`config.mk`:
```
export PLATFORM = sky130hd
export DESIGN_NAME = hit_chain_readout
export DESIGN_NICKNAME = d
export VERILOG_FILES = /design/src/design/readout_pkg.sv /design/src/design/hit_scan.sv /design/src/design/hit_chain_readout.sv
export SDC_FILE = /design/constraint.sdc
export NUM_CORES = 1
export LEC_CHECK = 0
export ABC_AREA = 0
export BUFFER_PORTS_ARGS = -buffer_cell sky130_fd_sc_hd__buf_4
export CAP_MARGIN = 10
export CORE_MARGIN = 2
export CORE_UTILIZATION = 28
export DETAILED_ROUTE_END_ITERATION = 6
export GPL_TIMING_DRIVEN = 0
export PLACE_DENSITY_LB_ADDON = 0.2
export REMOVE_ABC_BUFFERS = 1
export SYNTH_ARGS = -nofsm -noshare
export SYNTH_HDL_FRONTEND = slang
export SYNTH_SLANG_ARGS = --single-unit
```
`constraint.sdc`:
```
create_clock -name CLK -period 8 [get_ports CLK]
set_input_delay 1.6 -clock CLK [delete_from_list [all_inputs] [get_ports CLK]]
set_output_delay 1.6 -clock CLK [all_outputs]
set_load 0.01 [all_outputs]
```
`src/design/readout_pkg.sv`:
```
// Constants and carriers shared by the hit scan and the chain readout.
// Assumes one rising-edge clock and a synchronous active-low clear.
package readout_pkg;
	localparam int CHANNELS = 128;
	localparam int IDX_W = 7;
	localparam int PAT_W = 3;
	localparam int SAMPLES = 3;
	localparam int TRIG_W = 4;
	localparam int BUNCH_W = 8;
	localparam int CONF_W = 16;
	localparam int RIDX_W = 5;
	localparam logic [6:0] LAST_CHANNEL = 7'h7f;
	localparam logic [1:0] CRIT_ANY = 2'h0;
	localparam logic [1:0] CRIT_LEVEL = 2'h1;
	localparam logic [1:0] CRIT_EDGE = 2'h2;
	localparam int ADDR_W = 4;
	localparam logic [3:0] ADDR_CTRL = 4'h0;
	localparam logic [3:0] ADDR_STAT = 4'h4;
	localparam int MODE_W = 5;
	localparam logic [4:0] MODE_RESET = 5'h00;
	localparam int PKT_W = 32;
	localparam int LEN_W = 6;
	localparam logic [2:0] MARK_HDR = 3'h5;
	localparam logic [1:0] MARK_START = 2'h2;
	localparam logic [1:0] MARK_CONT = 2'h3;
	localparam logic [3:0] CODE_END = 4'h4;
	localparam logic [7:0] CODE_NOHIT = 8'h0e;
	localparam logic [3:0] MARK_ERR = 4'he;
	localparam logic [3:0] MARK_ID = 4'hd;
	localparam logic [3:0] MARK_REG = 4'hc;
	localparam logic [2:0] ERR_OVF = 3'h1;
	localparam logic [2:0] ERR_BUF = 3'h2;
	localparam logic [2:0] ERR_NODATA = 3'h3;
	localparam logic [5:0] LEN_HDR = 6'h0a;
	localparam logic [5:0] LEN_HDR_MASTER = 6'h16;
	localparam logic [5:0] LEN_START = 6'h0c;
	localparam logic [5:0] LEN_CONT = 6'h05;
	localparam logic [5:0] LEN_END = 6'h04;
	localparam logic [5:0] LEN_NOHIT = 6'h08;
	localparam logic [5:0] LEN_ERR = 6'h07;
	localparam logic [5:0] LEN_ID = 6'h1b;
	localparam logic [5:0] LEN_REG = 6'h19;
	localparam logic [5:0] TOKEN_LEAD = 6'h03;

	typedef struct packed {
		logic [1:0] crit;
		logic ident;
		logic dump;
		logic master;
	} mode_s;

	typedef struct packed {
		logic valid;
		logic done;
		logic lost;
		logic adj;
		logic busy;
		logic [6:0] idx;
		logic [2:0] pat;
	} hit_s;
endpackage

```
`src/design/hit_scan.sv`:
```
// Hit scan: fetches one event, transposes it, presents matching channels.
// Assumes buffer words appear on sample_word the cycle after each strobe.
`timescale 1ns/1ns
`default_nettype none
module hit_scan (
	input wire logic clk,
	input wire logic rst_b,
	input wire logic [readout_pkg::CHANNELS-1:0] sample_word,
	input wire logic buf_nonempty,
	input wire logic overflow,
	input wire readout_pkg::mode_s mode,
	input wire logic advance_request,
	output logic buffer_read_strobe,
	output readout_pkg::hit_s hit
);
	import readout_pkg::*;

	typedef enum logic [5:0] {
		SC_IDLE = 6'h01,
		SC_FETCH = 6'h02,
		SC_EVAL = 6'h04,
		SC_PRESENT = 6'h08,
		SC_DONE = 6'h10,
		SC_LOST = 6'h20
	} scan_e;

	scan_e state;
	logic [1:0] issued;
	logic [1:0] taken;
	logic word_due;
	logic [CHANNELS-1:0] word [SAMPLES];
	logic [IDX_W-1:0] idx;
	logic [PAT_W-1:0] pat;
	logic [PAT_W-1:0] pattern [CHANNELS];
	logic [CHANNELS-1:0] match;
	logic [CHANNELS-1:0] after;
	logic [IDX_W-1:0] next_idx;

	// Lowest set bit wins, which keeps the scan in channel order
	function automatic logic [IDX_W-1:0] first_set(input logic [CHANNELS-1:0] vec);
		logic [IDX_W-1:0] pos;
		pos = '0;
		for (int c = CHANNELS - 1; c >= 0; c--) begin
			if (vec[c]) begin
				pos = IDX_W'(c);
			end
		end
		return pos;
	endfunction

	for (genvar c = 0; c < CHANNELS; c++) begin : g_chan
		assign pattern[c] = {word[0][c], word[1][c], word[2][c]};
		assign match[c] = (mode.crit == CRIT_ANY) ? |pattern[c] :
			(mode.crit == CRIT_LEVEL) ? pattern[c][1] :
			(mode.crit == CRIT_EDGE) ? (pattern[c][2:1] == 2'h1) : 1'b1;
		assign after[c] = match[c] && (IDX_W'(c) > idx);
	end

	assign next_idx = first_set((state == SC_EVAL) ? match : after);
	assign buffer_read_strobe = (state == SC_FETCH) && (issued != 2'(SAMPLES));
	assign hit.valid = (state == SC_PRESENT);
	assign hit.done = (state == SC_DONE) || (hit.valid && !(|after));
	assign hit.lost = (state == SC_LOST);
	assign hit.adj = hit.valid && (idx != LAST_CHANNEL) && match[idx + 7'h01];
	assign hit.busy = (state != SC_IDLE);
	assign hit.idx = idx;
	assign hit.pat = pat;

	// Sample storage needs no reset; it is only read after a full fetch
	always_ff @(posedge clk) begin
		if (word_due) begin
			word[taken] <= sample_word;
		end
	end

	always_ff @(posedge clk) begin
		if (!rst_b) begin
			state <= SC_IDLE;
			issued <= '0;
			taken <= '0;
			word_due <= 1'b0;
			idx <= '0;
			pat <= '0;
		end else begin
			word_due <= buffer_read_strobe;
			unique case (state)
				SC_IDLE: begin
					issued <= '0;
					taken <= '0;
					if (buf_nonempty) state <= SC_FETCH;
				end
				SC_FETCH: begin
					if (buffer_read_strobe) issued <= issued + 2'h1;
					if (word_due) taken <= taken + 2'h1;
					if (word_due && taken == 2'(SAMPLES - 1)) state <= SC_EVAL;
				end
				SC_EVAL: begin
					idx <= next_idx;
					pat <= pattern[next_idx];
					// Identify and dump outrank overflow, so those events close as done
					if (mode.ident || mode.dump) state <= SC_DONE;
					else if (overflow) state <= SC_LOST;
					else if (!(|match)) state <= SC_DONE;
					else state <= SC_PRESENT;
				end
				SC_PRESENT: begin
					if (advance_request && |after) begin
						idx <= next_idx;
						pat <= pattern[next_idx];
					end else if (advance_request) begin
						state <= SC_DONE;
					end
				end
				SC_DONE, SC_LOST: if (advance_request) state <= SC_IDLE;
				default: state <= SC_IDLE;
			endcase
		end
	end
endmodule // hit_scan
`default_nettype wire

```
`src/design/hit_chain_readout.sv`:
```
// Hit chain readout: token sequencer and serialiser over the hit scan.
// Assumes the readout buffer, counters and config registers sit outside.
//
// The plain strobed port and the register offsets were decided locally.
`timescale 1ns/1ns
`default_nettype none
module hit_chain_readout (
	input wire logic CLK,
	input wire logic RST_B,
	input wire logic [readout_pkg::ADDR_W-1:0] ADDR,
	input wire logic [31:0] WDATA,
	input wire logic WSTROBE,
	input wire logic RSTROBE,
	output logic [31:0] RDATA,
	input wire logic [readout_pkg::CHANNELS-1:0] SAMPLE_WORD,
	input wire logic BUF_NONEMPTY,
	input wire logic BUF_OVERFLOW,
	input wire logic BUF_ERROR,
	output logic BUFFER_READ_STROBE,
	input wire logic CHAIN_PASS_IN,
	output logic CHAIN_PASS_OUT,
	output logic SERIAL_OUT,
	output logic SERIAL_VALID,
	input wire logic [readout_pkg::IDX_W-1:0] CHIP_ADDRESS,
	input wire logic [readout_pkg::CONF_W-1:0] CONFIG_WORD,
	input wire logic [readout_pkg::CONF_W-1:0] READBACK_DATA,
	input wire logic [readout_pkg::RIDX_W-1:0] READBACK_INDEX,
	input wire logic [readout_pkg::TRIG_W-1:0] TRIG_COUNT,
	input wire logic [readout_pkg::BUNCH_W-1:0] BUNCH_COUNT
);
	import readout_pkg::*;

	typedef enum logic [3:0] {
		RD_IDLE = 4'h1,
		RD_WAIT = 4'h2,
		RD_SHIFT = 4'h4,
		RD_HIT = 4'h8
	} seq_e;

	seq_e seq;
	mode_s mode;
	hit_s hit;
	logic ovf_seen;
	logic advance_request;
	logic [PKT_W-1:0] shifter;
	logic [LEN_W-1:0] remain;
	logic final_pkt;
	logic prev_adj;
	logic pass_out;
	logic flush;
	logic [31:0] rdata;

	logic wr_ctrl;
	logic [31:0] stat_word;
	logic [31:0] rd_sel;
	logic event_ready;
	logic no_data;
	logic decide;
	logic send_hits;
	logic load;
	logic [2:0] err_code;
	logic [PKT_W-1:0] id_pkt;
	logic [PKT_W-1:0] reg_pkt;
	logic [PKT_W-1:0] err_pkt;
	logic [PKT_W-1:0] hdr_pkt;
	logic [PKT_W-1:0] nohit_pkt;
	logic [PKT_W-1:0] start_pkt;
	logic [PKT_W-1:0] cont_pkt;
	logic [PKT_W-1:0] end_pkt;
	logic [PKT_W-1:0] open_pkt;
	logic [LEN_W-1:0] open_len;
	logic [PKT_W-1:0] hit_pkt;
	logic [LEN_W-1:0] hit_len;
	logic [LEN_W-1:0] hdr_len;
	logic [PKT_W-1:0] next_pkt;
	logic [LEN_W-1:0] next_len;
	logic next_final;

	hit_scan u_scan (
		.clk(CLK),
		.rst_b(RST_B),
		.sample_word(SAMPLE_WORD),
		.buf_nonempty(BUF_NONEMPTY),
		.overflow(ovf_seen),
		.mode(mode),
		.advance_request(advance_request),
		.buffer_read_strobe(BUFFER_READ_STROBE),
		.hit(hit)
	);

	// Register port: control word steers the scan and packet choice
	assign wr_ctrl = WSTROBE && (ADDR == ADDR_CTRL);
	assign stat_word = {24'h000000, seq, ovf_seen, hit.valid, hit.done, hit.lost};
	assign rd_sel = (ADDR == ADDR_CTRL) ? {27'h0000000, mode} :
		(ADDR == ADDR_STAT) ? stat_word :
		32'h00000000;
	assign RDATA = rdata;

	always_ff @(posedge CLK) begin
		if (!RST_B) begin
			mode <= mode_s'(MODE_RESET);
		end else if (wr_ctrl) begin
			mode <= mode_s'(WDATA[MODE_W-1:0]);
		end
	end

	// Read data stand for the one cycle after the strobe, zero otherwise
	always_ff @(posedge CLK) begin
		if (!RST_B) begin
			rdata <= 32'h00000000;
		end else begin
			rdata <= RSTROBE ? rd_sel : 32'h00000000;
		end
	end

	// Sticky so that later events are flushed too, not only the one hit
	always_ff @(posedge CLK) begin
		if (!RST_B) begin
			ovf_seen <= 1'b0;
		end else begin
			ovf_seen <= ovf_seen || BUF_OVERFLOW;
		end
	end

	// Event and error conditions seen while holding the token
	assign event_ready = hit.valid || hit.done || hit.lost;
	assign no_data = !hit.busy && !BUF_NONEMPTY;
	assign decide = (seq == RD_WAIT) && (event_ready || no_data || BUF_ERROR);
	assign send_hits = !mode.ident && !mode.dump && !hit.lost && !BUF_ERROR &&
		!no_data && hit.valid;

	// Packets are left aligned; the top bit leaves first
	assign id_pkt = {MARK_ID, CHIP_ADDRESS, CONFIG_WORD, 5'h00};
	assign reg_pkt = {MARK_REG, READBACK_INDEX, READBACK_DATA, 7'h00};
	assign err_code = hit.lost ? ERR_OVF :
		BUF_ERROR ? ERR_BUF :
		ERR_NODATA;
	assign err_pkt = {MARK_ERR, err_code, 25'h0000000};
	assign hdr_pkt = mode.master ?
		{MARK_HDR, TRIG_COUNT, BUNCH_COUNT, CHIP_ADDRESS, 10'h000} :
		{MARK_HDR, CHIP_ADDRESS, 22'h000000};
	assign hdr_len = mode.master ? LEN_HDR_MASTER : LEN_HDR;
	assign nohit_pkt = {CODE_NOHIT, 24'h000000};
	assign start_pkt = {MARK_START, hit.idx, hit.pat, 20'h00000};
	assign cont_pkt = {MARK_CONT, hit.pat, 27'h0000000};
	assign end_pkt = {CODE_END, 28'h0000000};

	// Identify outranks everything, so no hit or error leaves in that mode
	assign open_pkt = mode.ident ? id_pkt :
		mode.dump ? reg_pkt :
		(hit.lost || BUF_ERROR || no_data) ? err_pkt :
		hit.valid ? hdr_pkt :
		nohit_pkt;
	assign open_len = mode.ident ? LEN_ID :
		mode.dump ? LEN_REG :
		(hit.lost || BUF_ERROR || no_data) ? LEN_ERR :
		hit.valid ? hdr_len :
		LEN_NOHIT;

	// Only the first channel of a run carries its address
	assign hit_pkt = !hit.valid ? end_pkt :
		prev_adj ? cont_pkt :
		start_pkt;
	assign hit_len = !hit.valid ? LEN_END :
		prev_adj ? LEN_CONT :
		LEN_START;

	assign load = decide || (seq == RD_HIT);
	assign next_pkt = (seq == RD_HIT) ? hit_pkt : open_pkt;
	assign next_len = (seq == RD_HIT) ? hit_len : open_len;
	assign next_final = (seq == RD_HIT) ? !hit.valid : !send_hits;

	// Each hit and the event close consume one step of the scan
	assign advance_request = (decide && !send_hits && event_ready) ||
		(seq == RD_HIT) || flush;

	always_ff @(posedge CLK) begin
		if (!RST_B) begin
			seq <= RD_IDLE;
		end else begin
			unique case (seq)
				RD_IDLE: begin
					if (CHAIN_PASS_IN) seq <= RD_WAIT;
				end
				RD_WAIT: begin
					if (decide) seq <= RD_SHIFT;
				end
				RD_HIT: begin
					seq <= RD_SHIFT;
				end
				RD_SHIFT: begin
					if (remain == 6'h01) begin
						seq <= final_pkt ? RD_IDLE : RD_HIT;
					end
				end
				default: seq <= RD_IDLE;
			endcase
		end
	end

	always_ff @(posedge CLK) begin
		if (!RST_B) begin
			shifter <= '0;
			remain <= '0;
			final_pkt <= 1'b0;
		end else if (load) begin
			shifter <= next_pkt;
			remain <= next_len;
			final_pkt <= next_final;
		end else if (seq == RD_SHIFT) begin
			shifter <= shifter << 1;
			remain <= remain - 6'h01;
		end
	end

	always_ff @(posedge CLK) begin
		if (!RST_B) begin
			prev_adj <= 1'b0;
		end else if (seq == RD_HIT) begin
			prev_adj <= hit.adj;
		end else if (decide) begin
			prev_adj <= 1'b0;
		end
	end

	// Hits left behind an error packet are stepped off, else the next event would inherit them
	always_ff @(posedge CLK) begin
		if (!RST_B) begin
			flush <= 1'b0;
		end else begin
			flush <= (decide && !send_hits && hit.valid) || (flush && hit.valid);
		end
	end

	// Token leads the last bit by one cycle, per the chain timing
	always_ff @(posedge CLK) begin
		if (!RST_B) begin
			pass_out <= 1'b0;
		end else begin
			pass_out <= (seq == RD_SHIFT) && final_pkt && (remain == TOKEN_LEAD);
		end
	end

	assign CHAIN_PASS_OUT = pass_out;
	assign SERIAL_OUT = shifter[PKT_W-1];
	assign SERIAL_VALID = (seq == RD_SHIFT);
endmodule // hit_chain_readout
`default_nettype wire

```
==> flow_metrics.env, run 1 <==
export IMPL_numCtsBuffers=55
export IMPL_wl_per_cell_um=32.1
export IMPL_remaining_drc_errors=0
export IMPL_num_vias=28426
export IMPL_pwr_share_comb=0.078
export IMPL_placed_cells=4556
export IMPL_final_cells=4668
export IMPL_grt_util_met3=0.0482
export IMPL_clk_latency_ns=0.67
export IMPL_maxSlewHeadroom=-0.0163
export IMPL_hpwl_mm=111
export IMPL_start_util=0.282
export IMPL_finalMaxSlewViolations=6
export IMPL_maxCapViolations=0
export IMPL_synth_avg_cell_area_um2=9.88
export IMPL_synth_edf_count=384
export IMPL_grt_antenna_before_repair=6
export IMPL_grt_use_met1=0.343
export IMPL_violations="slew limit, setup timing"
export IMPL_grt_pass1_wl_mm=209
export IMPL_num_rows=121
export IMPL_intPower_mw=4.18
export IMPL_drt_vias_per_instance=6.09
export IMPL_seq_area_frac_synth=0.425
export IMPL_async_reset_ff_frac=0
export IMPL_clk_pin_slew_worst_paths_ns=0.06
export IMPL_top_usage_layer="met2"
export IMPL_grtUsageMet2=0.404
export IMPL_startpoint_type="flip-flop"
export IMPL_worst_slack_ns=-0.0508
export IMPL_crit_fanout=30
export IMPL_drt_initial_drc_count=3109
export IMPL_tns_ns=-0.0508
export IMPL_hold_viol=0
export IMPL_setup_viol=1
export IMPL_drtAntennaViolNets=0
export IMPL_netlist_instances=3109
export IMPL_p_leak_nw=11.3
export IMPL_yosys_cell_types_count=114
export IMPL_crit_arrival_ns=8.62
export IMPL_grt_pass1_vias=27071
export IMPL_io_buffers=212
export IMPL_switching_share=0.242
export IMPL_die_area_um2=112000
export IMPL_nFillCells=11183
export IMPL_tightestPinTransition_ns=1.52
export IMPL_ys_seq_elements=460
export IMPL_clockBufferDepth=3
export IMPL_fin_crit_sh=1.01
export IMPL_grt_overflow=0
export IMPL_layout_drive_gt1_share=0.162
export IMPL_seq_power_share=0.485
export IMPL_area_growth_syn_to_layout_pct=16.2
export IMPL_switchingPower_mw=1.34
export IMPL_rsz0062_at_grt="false"
export IMPL_irDropWorstVdd_v=0.000148
export IMPL_synth_top_cell_area_share=0.375
export IMPL_firstDrtPassIters=6
export IMPL_clock_fmax_mhz=124
export IMPL_root_buffer="clkbuf_16"
export IMPL_seqCellArea_um2=13100
export IMPL_synth_most_common_cell="edfxtp_1"
export IMPL_cts_sinks=460
export IMPL_synth_warning_count=0
export IMPL_ys_top_cells_by_area="edfxtp_1, mux2i_1, dfxtp_1, a32oi_1, nor2_1"
export IMPL_die_h_um=335
export IMPL_fin_util=0.328
export IMPL_pwr_share_clk=0.437
export IMPL_io_pins=264
export IMPL_syn_cell_area_um2=30700
export IMPL_hold_class="flip-flop to flip-flop"
export IMPL_critPathKind="flip-flop to flip-flop"
export IMPL_crit_path_start="u_scan.idx[0]"
export IMPL_coreArea_um2=109000
export IMPL_synth_area_leader_cell="edfxtp_1"
export IMPL_cp_end_kind="flip-flop"
export IMPL_grt_max_degree=125
export IMPL_p_per_area_nw_per_um2=154
export IMPL_multi_input_area_um2=16400
export IMPL_r2r_start="u_scan.idx[0]"
export IMPL_cts_htree_levels=2
export IMPL_min_period_ns=8.05
export IMPL_track_usage=0.259
export IMPL_yosys_most_used_dff="edfxtp_1"
export IMPL_cts_hold_buffers=0
export IMPL_hold_path_startpoint="shifter[5]"
export IMPL_nNetsFinal=3446
export IMPL_status="finished, violations left"
export IMPL_cts_tree="yes"
export IMPL_fin_skew_ns=0.0208
export IMPL_synth_common_cells="edfxtp_1, nor2_1, nand2_1"
export IMPL_die_width_um=335
export IMPL_wl_mm=150
export IMPL_gp_congestion=1.04
export IMPL_cp_required_ns=8.57
[layer usage]
| metal | part of all wire | wire [um] | vias up |
|---|---|---|---|
| met5 | 0.00015 | 23 | - |
| li1 | - | - | 12385 |
| met1 | 0.42 | 62700 | 14236 |
| met3 | 0.082 | 12300 | 326 |
| met4 | 0.052 | 7770 | 4 |
| met2 | 0.45 | 67100 | 1475 |
[placed cells by master (no fill, tap or decap), types with 15 or more instances in the layout]
cell	synthesis	final
edfxtp_1	384	384
nor2_1	293	291
nand2_1	241	240
buf_4	57	220
o21ai_0	185	183
a21oi_1	160	159
mux2i_1	156	156
nand2b_1	143	143
a32oi_1	134	128
o21bai_1	122	122
dfxtp_1	76	66
nand3_1	58	57
o211ai_1	57	57
clkbuf_16	0	56
a22oi_1	50	50
o21a_1	48	48
nor3_1	47	46
mux4_2	42	42
nand4_1	39	39
nor4_1	40	38
a211oi_1	36	36
a31oi_1	32	31
o22ai_1	30	30
inv_1	29	29
nor2b_1	33	28
mux2_2	25	25
conb_1	1	24
and2_1	24	20
a222oi_1	19	19
and3_1	18	18
a21o_1	18	17
o21ai_1	15	16
or3_1	16	15
buf_8	7	15
buf_16	0	15
[critical path, stage by stage, from the launching register on]
cell,delay [ns]
dfxtp_4,0.49
buf_12,0.25
inv_2,0.48
ha_4,0.50
nor4bb_4,0.57
nand3_1,0.21
o221a_2,0.33
nor4b_1,0.97
o311a_1,0.24
o311ai_1,0.26
a311oi_2,0.61
nor3_4,0.23
buf_8,0.22
nor2_4,0.46
nand2_1,0.42
o22ai_1,0.34
nor3_1,0.08
nand3_1,0.23
nand4_1,0.61
a31oi_1,0.32
[per-stage QoR]
step	hold WS, ns	cell area, um^2	worst slack (ns)	total power, mW
final	0.482	35700	-0.0508	5.51
after global routing	0.507	35700	0.0578	5.69
after detailed placement	0.471	33700	-1.27	3.15
after CTS	0.481	35600	0.0244	5.57
after floorplan	0.432	29200	-6.98	2.93
after global placement	0.461	32600	-19.72	3.16
[layout make-up]
type / instances / share of cell area
diodes: 2 / 0.000140
clock buffers: 68 / 0.0411
clock inverters: 34 / 0.00680
inverters: 32 / 0.00371
multi-input cells: 2390 / 0.459
flip-flops and latches: 460 / 0.366
well taps: 1414 / 0.0495
repair buffers: 268 / 0.0732
[state kept, by name (all words and copies together), names as in the netlist, 2 cells and up]
name and flops:
u_scan.word 384, shifter 27, RDATA 8, u_scan.idx 7
remain 6, u_scan.state 6, mode 5, seq 4
u_scan.pat 3, u_scan.issued 2, u_scan.taken 2
[path summary, 6_finish.rpt]
path | endpoint | slack (ns) | depth (start not counted)
hold / removal | shifter[5] | 0.48 | 2
hold reg to reg | shifter[5] | 0.48 | 2
setup reg to reg | u_scan.pat[2] | -0.05 | 19
setup / recovery | u_scan.pat[2] | -0.05 | 19
[power groups by stage]
| stage | Sequential, mW | Clock (mW) | Combinational, mW |
|---|---|---|---|
| global placement | 2.74 | 0 | 0.427 |
| detailed placement | 2.72 | 0 | 0.426 |
| global route | 2.68 | 2.55 | 0.466 |
| CTS | 2.67 | 2.47 | 0.430 |
| finish | 2.67 | 2.41 | 0.431 |
| floorplan | 2.72 | 0 | 0.213 |
[logic make-up after synthesis]
| group | count (synthesis) | share of synthesized area |
|---|---|---|
| other cells | 1 | 0.000122 |
| mux | 228 | 0.0926 |
| flops | 460 | 0.425 |
| buf+inv | 283 | 0.0554 |
| simple gates | 1025 | 0.166 |
| xor+xnor | 6 | 0.00171 |
| compound gates | 1095 | 0.255 |
| fa+ha+maj | 11 | 0.00448 |
[what timing repair did]
action | in CTS | in global routing
pin swaps | 4 | 1
cloned | 1 | 0
resized for setup | 25 | 14
buffers inserted | 7 | 0
endpoints found under the setup margin | 3 | 3
No activity file was read; power rests on OpenSTA's default activity.
==> run 2: changes to the inputs <==
--- a/config.mk
+++ b/config.mk
@@ -16,4 +16,5 @@
 export REMOVE_ABC_BUFFERS = 1
 export SYNTH_ARGS = -nofsm -noshare
 export SYNTH_HDL_FRONTEND = slang
+export SYNTH_HIERARCHICAL = 1
 export SYNTH_SLANG_ARGS = --single-unit
==> flow_metrics.env, run 2 <==
export IMPL_ys_top_cells_by_area="edfxtp_1, dfxtp_1, mux2i_1, nor2_1, a32oi_1"
export IMPL_switchingPower_mw=1.69
export IMPL_final_cell_mix="edfxtp_1, nor2_1, buf_4"
export IMPL_largest_register_ff_count=384
export IMPL_wl_per_cell_um=32.8
export IMPL_yosys_cell_types_count=114
export IMPL_clockBufferDepth=3
export IMPL_hpwl_mm=115
export IMPL_numCtsBuffers=55
export IMPL_synth_warning_count=6
export IMPL_final_cells=4702
export IMPL_async_reset_ff_frac=0
export IMPL_cp_required_ns=8.54
export IMPL_nNetsFinal=3480
export IMPL_cts_tree="yes"
export IMPL_maxSlewHeadroom=-0.00467
export IMPL_seq_power_share=0.448
export IMPL_fin_crit_sh=1.02
export IMPL_clk_latency_ns=0.67
export IMPL_track_usage=0.265
export IMPL_cts_htree_levels=2
export IMPL_drt_initial_drc_count=3906
export IMPL_fin_skew_ns=0.0326
export IMPL_pwr_share_clk=0.407
export IMPL_pre_cts_slack_ns=-2.10
export IMPL_min_period_ns=8.19
export IMPL_tightestPinTransition_ns=1.51
export IMPL_intPower_mw=4.54
export IMPL_cts_sinks=460
export IMPL_synth_area_leader_cell="edfxtp_1"
export IMPL_total_power_mw=6.23
export IMPL_root_buffer="clkbuf_16"
export IMPL_regMostFlops="u_scan/word"
export IMPL_synth_common_cells="edfxtp_1, nor2_1, o21ai_0"
export IMPL_grt_overflow=0
export IMPL_clock_fmax_mhz=122
export IMPL_final_common_cell="edfxtp_1"
export IMPL_cts_hold_buffers=0
export IMPL_irDropWorstVdd_v=0.000153
export IMPL_worstPathBufferInverterCount=3
export IMPL_drt_vias_per_instance=6.24
export IMPL_p_leak_nw=11.7
export IMPL_grt_pass1_vias=27854
export IMPL_nFillCells=11223
export IMPL_switching_share=0.272
export IMPL_cp_end_kind="flip-flop"
export IMPL_grt_antenna_before_repair=10
export IMPL_remaining_drc_errors=0
export IMPL_yosys_most_used_dff="edfxtp_1"
export IMPL_crit_family="compound AO/OA/AOI/OAI gates"
export IMPL_grt_pass1_wl_mm=215
export IMPL_io_pins=264
export IMPL_setup_viol=3
export IMPL_die_width_um=336
export IMPL_wl_mm=154
export IMPL_placed_cells=4589
export IMPL_crit_fanout=78
export IMPL_critPathSlowestCell="a32oi_1"
export IMPL_die_area_um2=113000
export IMPL_startpoint_type="flip-flop"
export IMPL_firstDrtPassIters=6
export IMPL_critPathKind="flip-flop to flip-flop"
export IMPL_gp_congestion=1.05
export IMPL_synth_most_common_cell="edfxtp_1"
export IMPL_area_growth_syn_to_layout_pct=16.7
export IMPL_drtAntennaViolNets=0
export IMPL_synth_edf_count=384
export IMPL_status="finished, violations left"
export IMPL_maxCapViolations=0
export IMPL_crit_arrival_ns=8.72
export IMPL_num_rows=121
export IMPL_violations="slew limit, setup timing"
export IMPL_seq_area_frac_synth=0.424
export IMPL_finalMaxSlewViolations=6
export IMPL_start_util=0.282
export IMPL_num_vias=29338
export IMPL_p_per_area_nw_per_um2=173
export IMPL_io_buffers=212
export IMPL_hold_viol=0
export IMPL_synth_top_cell_area_share=0.375
export IMPL_syn_cell_area_um2=30800
export IMPL_die_h_um=336
export IMPL_clk_pin_slew_worst_paths_ns=0.06
export IMPL_hold_class="flip-flop to flip-flop"
export IMPL_worstPathCellList="inv_6 > buf_16 > a32oi_1 > o21ai_1 > and2_1 > a311o_1 > a2111oi_2 > o2111ai_1 > and2_2 > buf_12 > nand2_1 > a221oi_1 > a311o_1 > o21ai_1 > nor4b_2 > a2111o_1"
export IMPL_coreArea_um2=109000
export IMPL_netlist_instances=3145
export IMPL_cpPeakStageDelay_ns=1.08
export IMPL_synth_avg_cell_area_um2=9.79
export IMPL_pwr_share_comb=0.145
export IMPL_worst_slack_ns=-0.188
export IMPL_grt_max_degree=88
export IMPL_layout_drive_gt1_share=0.158
export IMPL_holdWs_ns=0.463
export IMPL_ys_seq_elements=460
## run 2: cells by family (layout without fill, tap and decap cells)
family | count (synthesis) | after routing | share of synthesized area
other | 1 | 28 | 0.000122
buffers and inverters | 293 | 409 | 0.0500
flip-flops | 460 | 460 | 0.424
XOR/XNOR | 6 | 6 | 0.00171
multiplexers | 197 | 197 | 0.0829
AND/OR/NAND/NOR | 1037 | 1037 | 0.169
AO/OA/AOI/OAI | 1140 | 1140 | 0.267
adder cells (fa/ha/maj) | 11 | 11 | 0.00447
## run 2: stage by stage
stage                     utilization  setup TNS (ns)  area, um^2
after floorplan                     -          -35.05       29500
after global placement          0.301         -428.59       32800
after detailed placement        0.311           -9.41       33900
after CTS                       0.329               0       35800
after global routing            0.330        -0.00480       35900
final                           0.330          -0.338       35900
## run 2: metal layers
layer  vias up  GRT usage  share of wire
met4        12      0.130          0.056
met3       396     0.0526          0.091
met2      1683      0.418           0.45
met1     14658      0.346           0.40
li1      12589          -              -
met5         -    0.00434        0.00090
## run 2: worst paths after layout
| check | start | end | slack, ns | depth (start not counted) |
|---|---|---|---|---|
| min reg2reg | shifter[31] | shifter[31] | 0.46 | 2 |
| max | mode[3] | u_scan/pat[0] | -0.19 | 16 |
| min | shifter[31] | shifter[31] | 0.46 | 2 |
| max reg2reg | mode[3] | u_scan/pat[0] | -0.19 | 16 |
## run 2: timing repair
action / in CTS / in global routing
setup buffers: 6 / 0
pin swaps: 1 / 0
endpoints found under the setup margin: 34 / 2
gates resized for setup: 13 / 6
## run 2: area by class of cell
class                   count  area, um^2  share of cell area
multi-input cells        2415       16500               0.459
inverters                  41         163             0.00453
flip-flops and latches    460       13100               0.364
well taps                1414        1770              0.0492
clock inverters            36         385              0.0107
clock buffers              64        1420              0.0395
diodes                      4        10.0            0.000279
repair buffers            268        2620              0.0730
## run 2: tightest hold or removal path: cells and delay by family (launching register included)
family,cells,cell delay (ns)
simple gates,1,0.05
flops,1,0.31
compound gates,1,0.05
## run 2: power by group through the flow
| stage | registers, mW | clock network, mW | logic (mW) |
|---|---|---|---|
| floorplan | 2.82 | 0 | 0.506 |
| global placement | 2.86 | 0 | 0.865 |
| detailed placement | 2.84 | 0 | 0.883 |
| CTS | 2.79 | 2.61 | 0.888 |
| global route | 2.81 | 2.70 | 0.959 |
| finish | 2.79 | 2.54 | 0.901 |
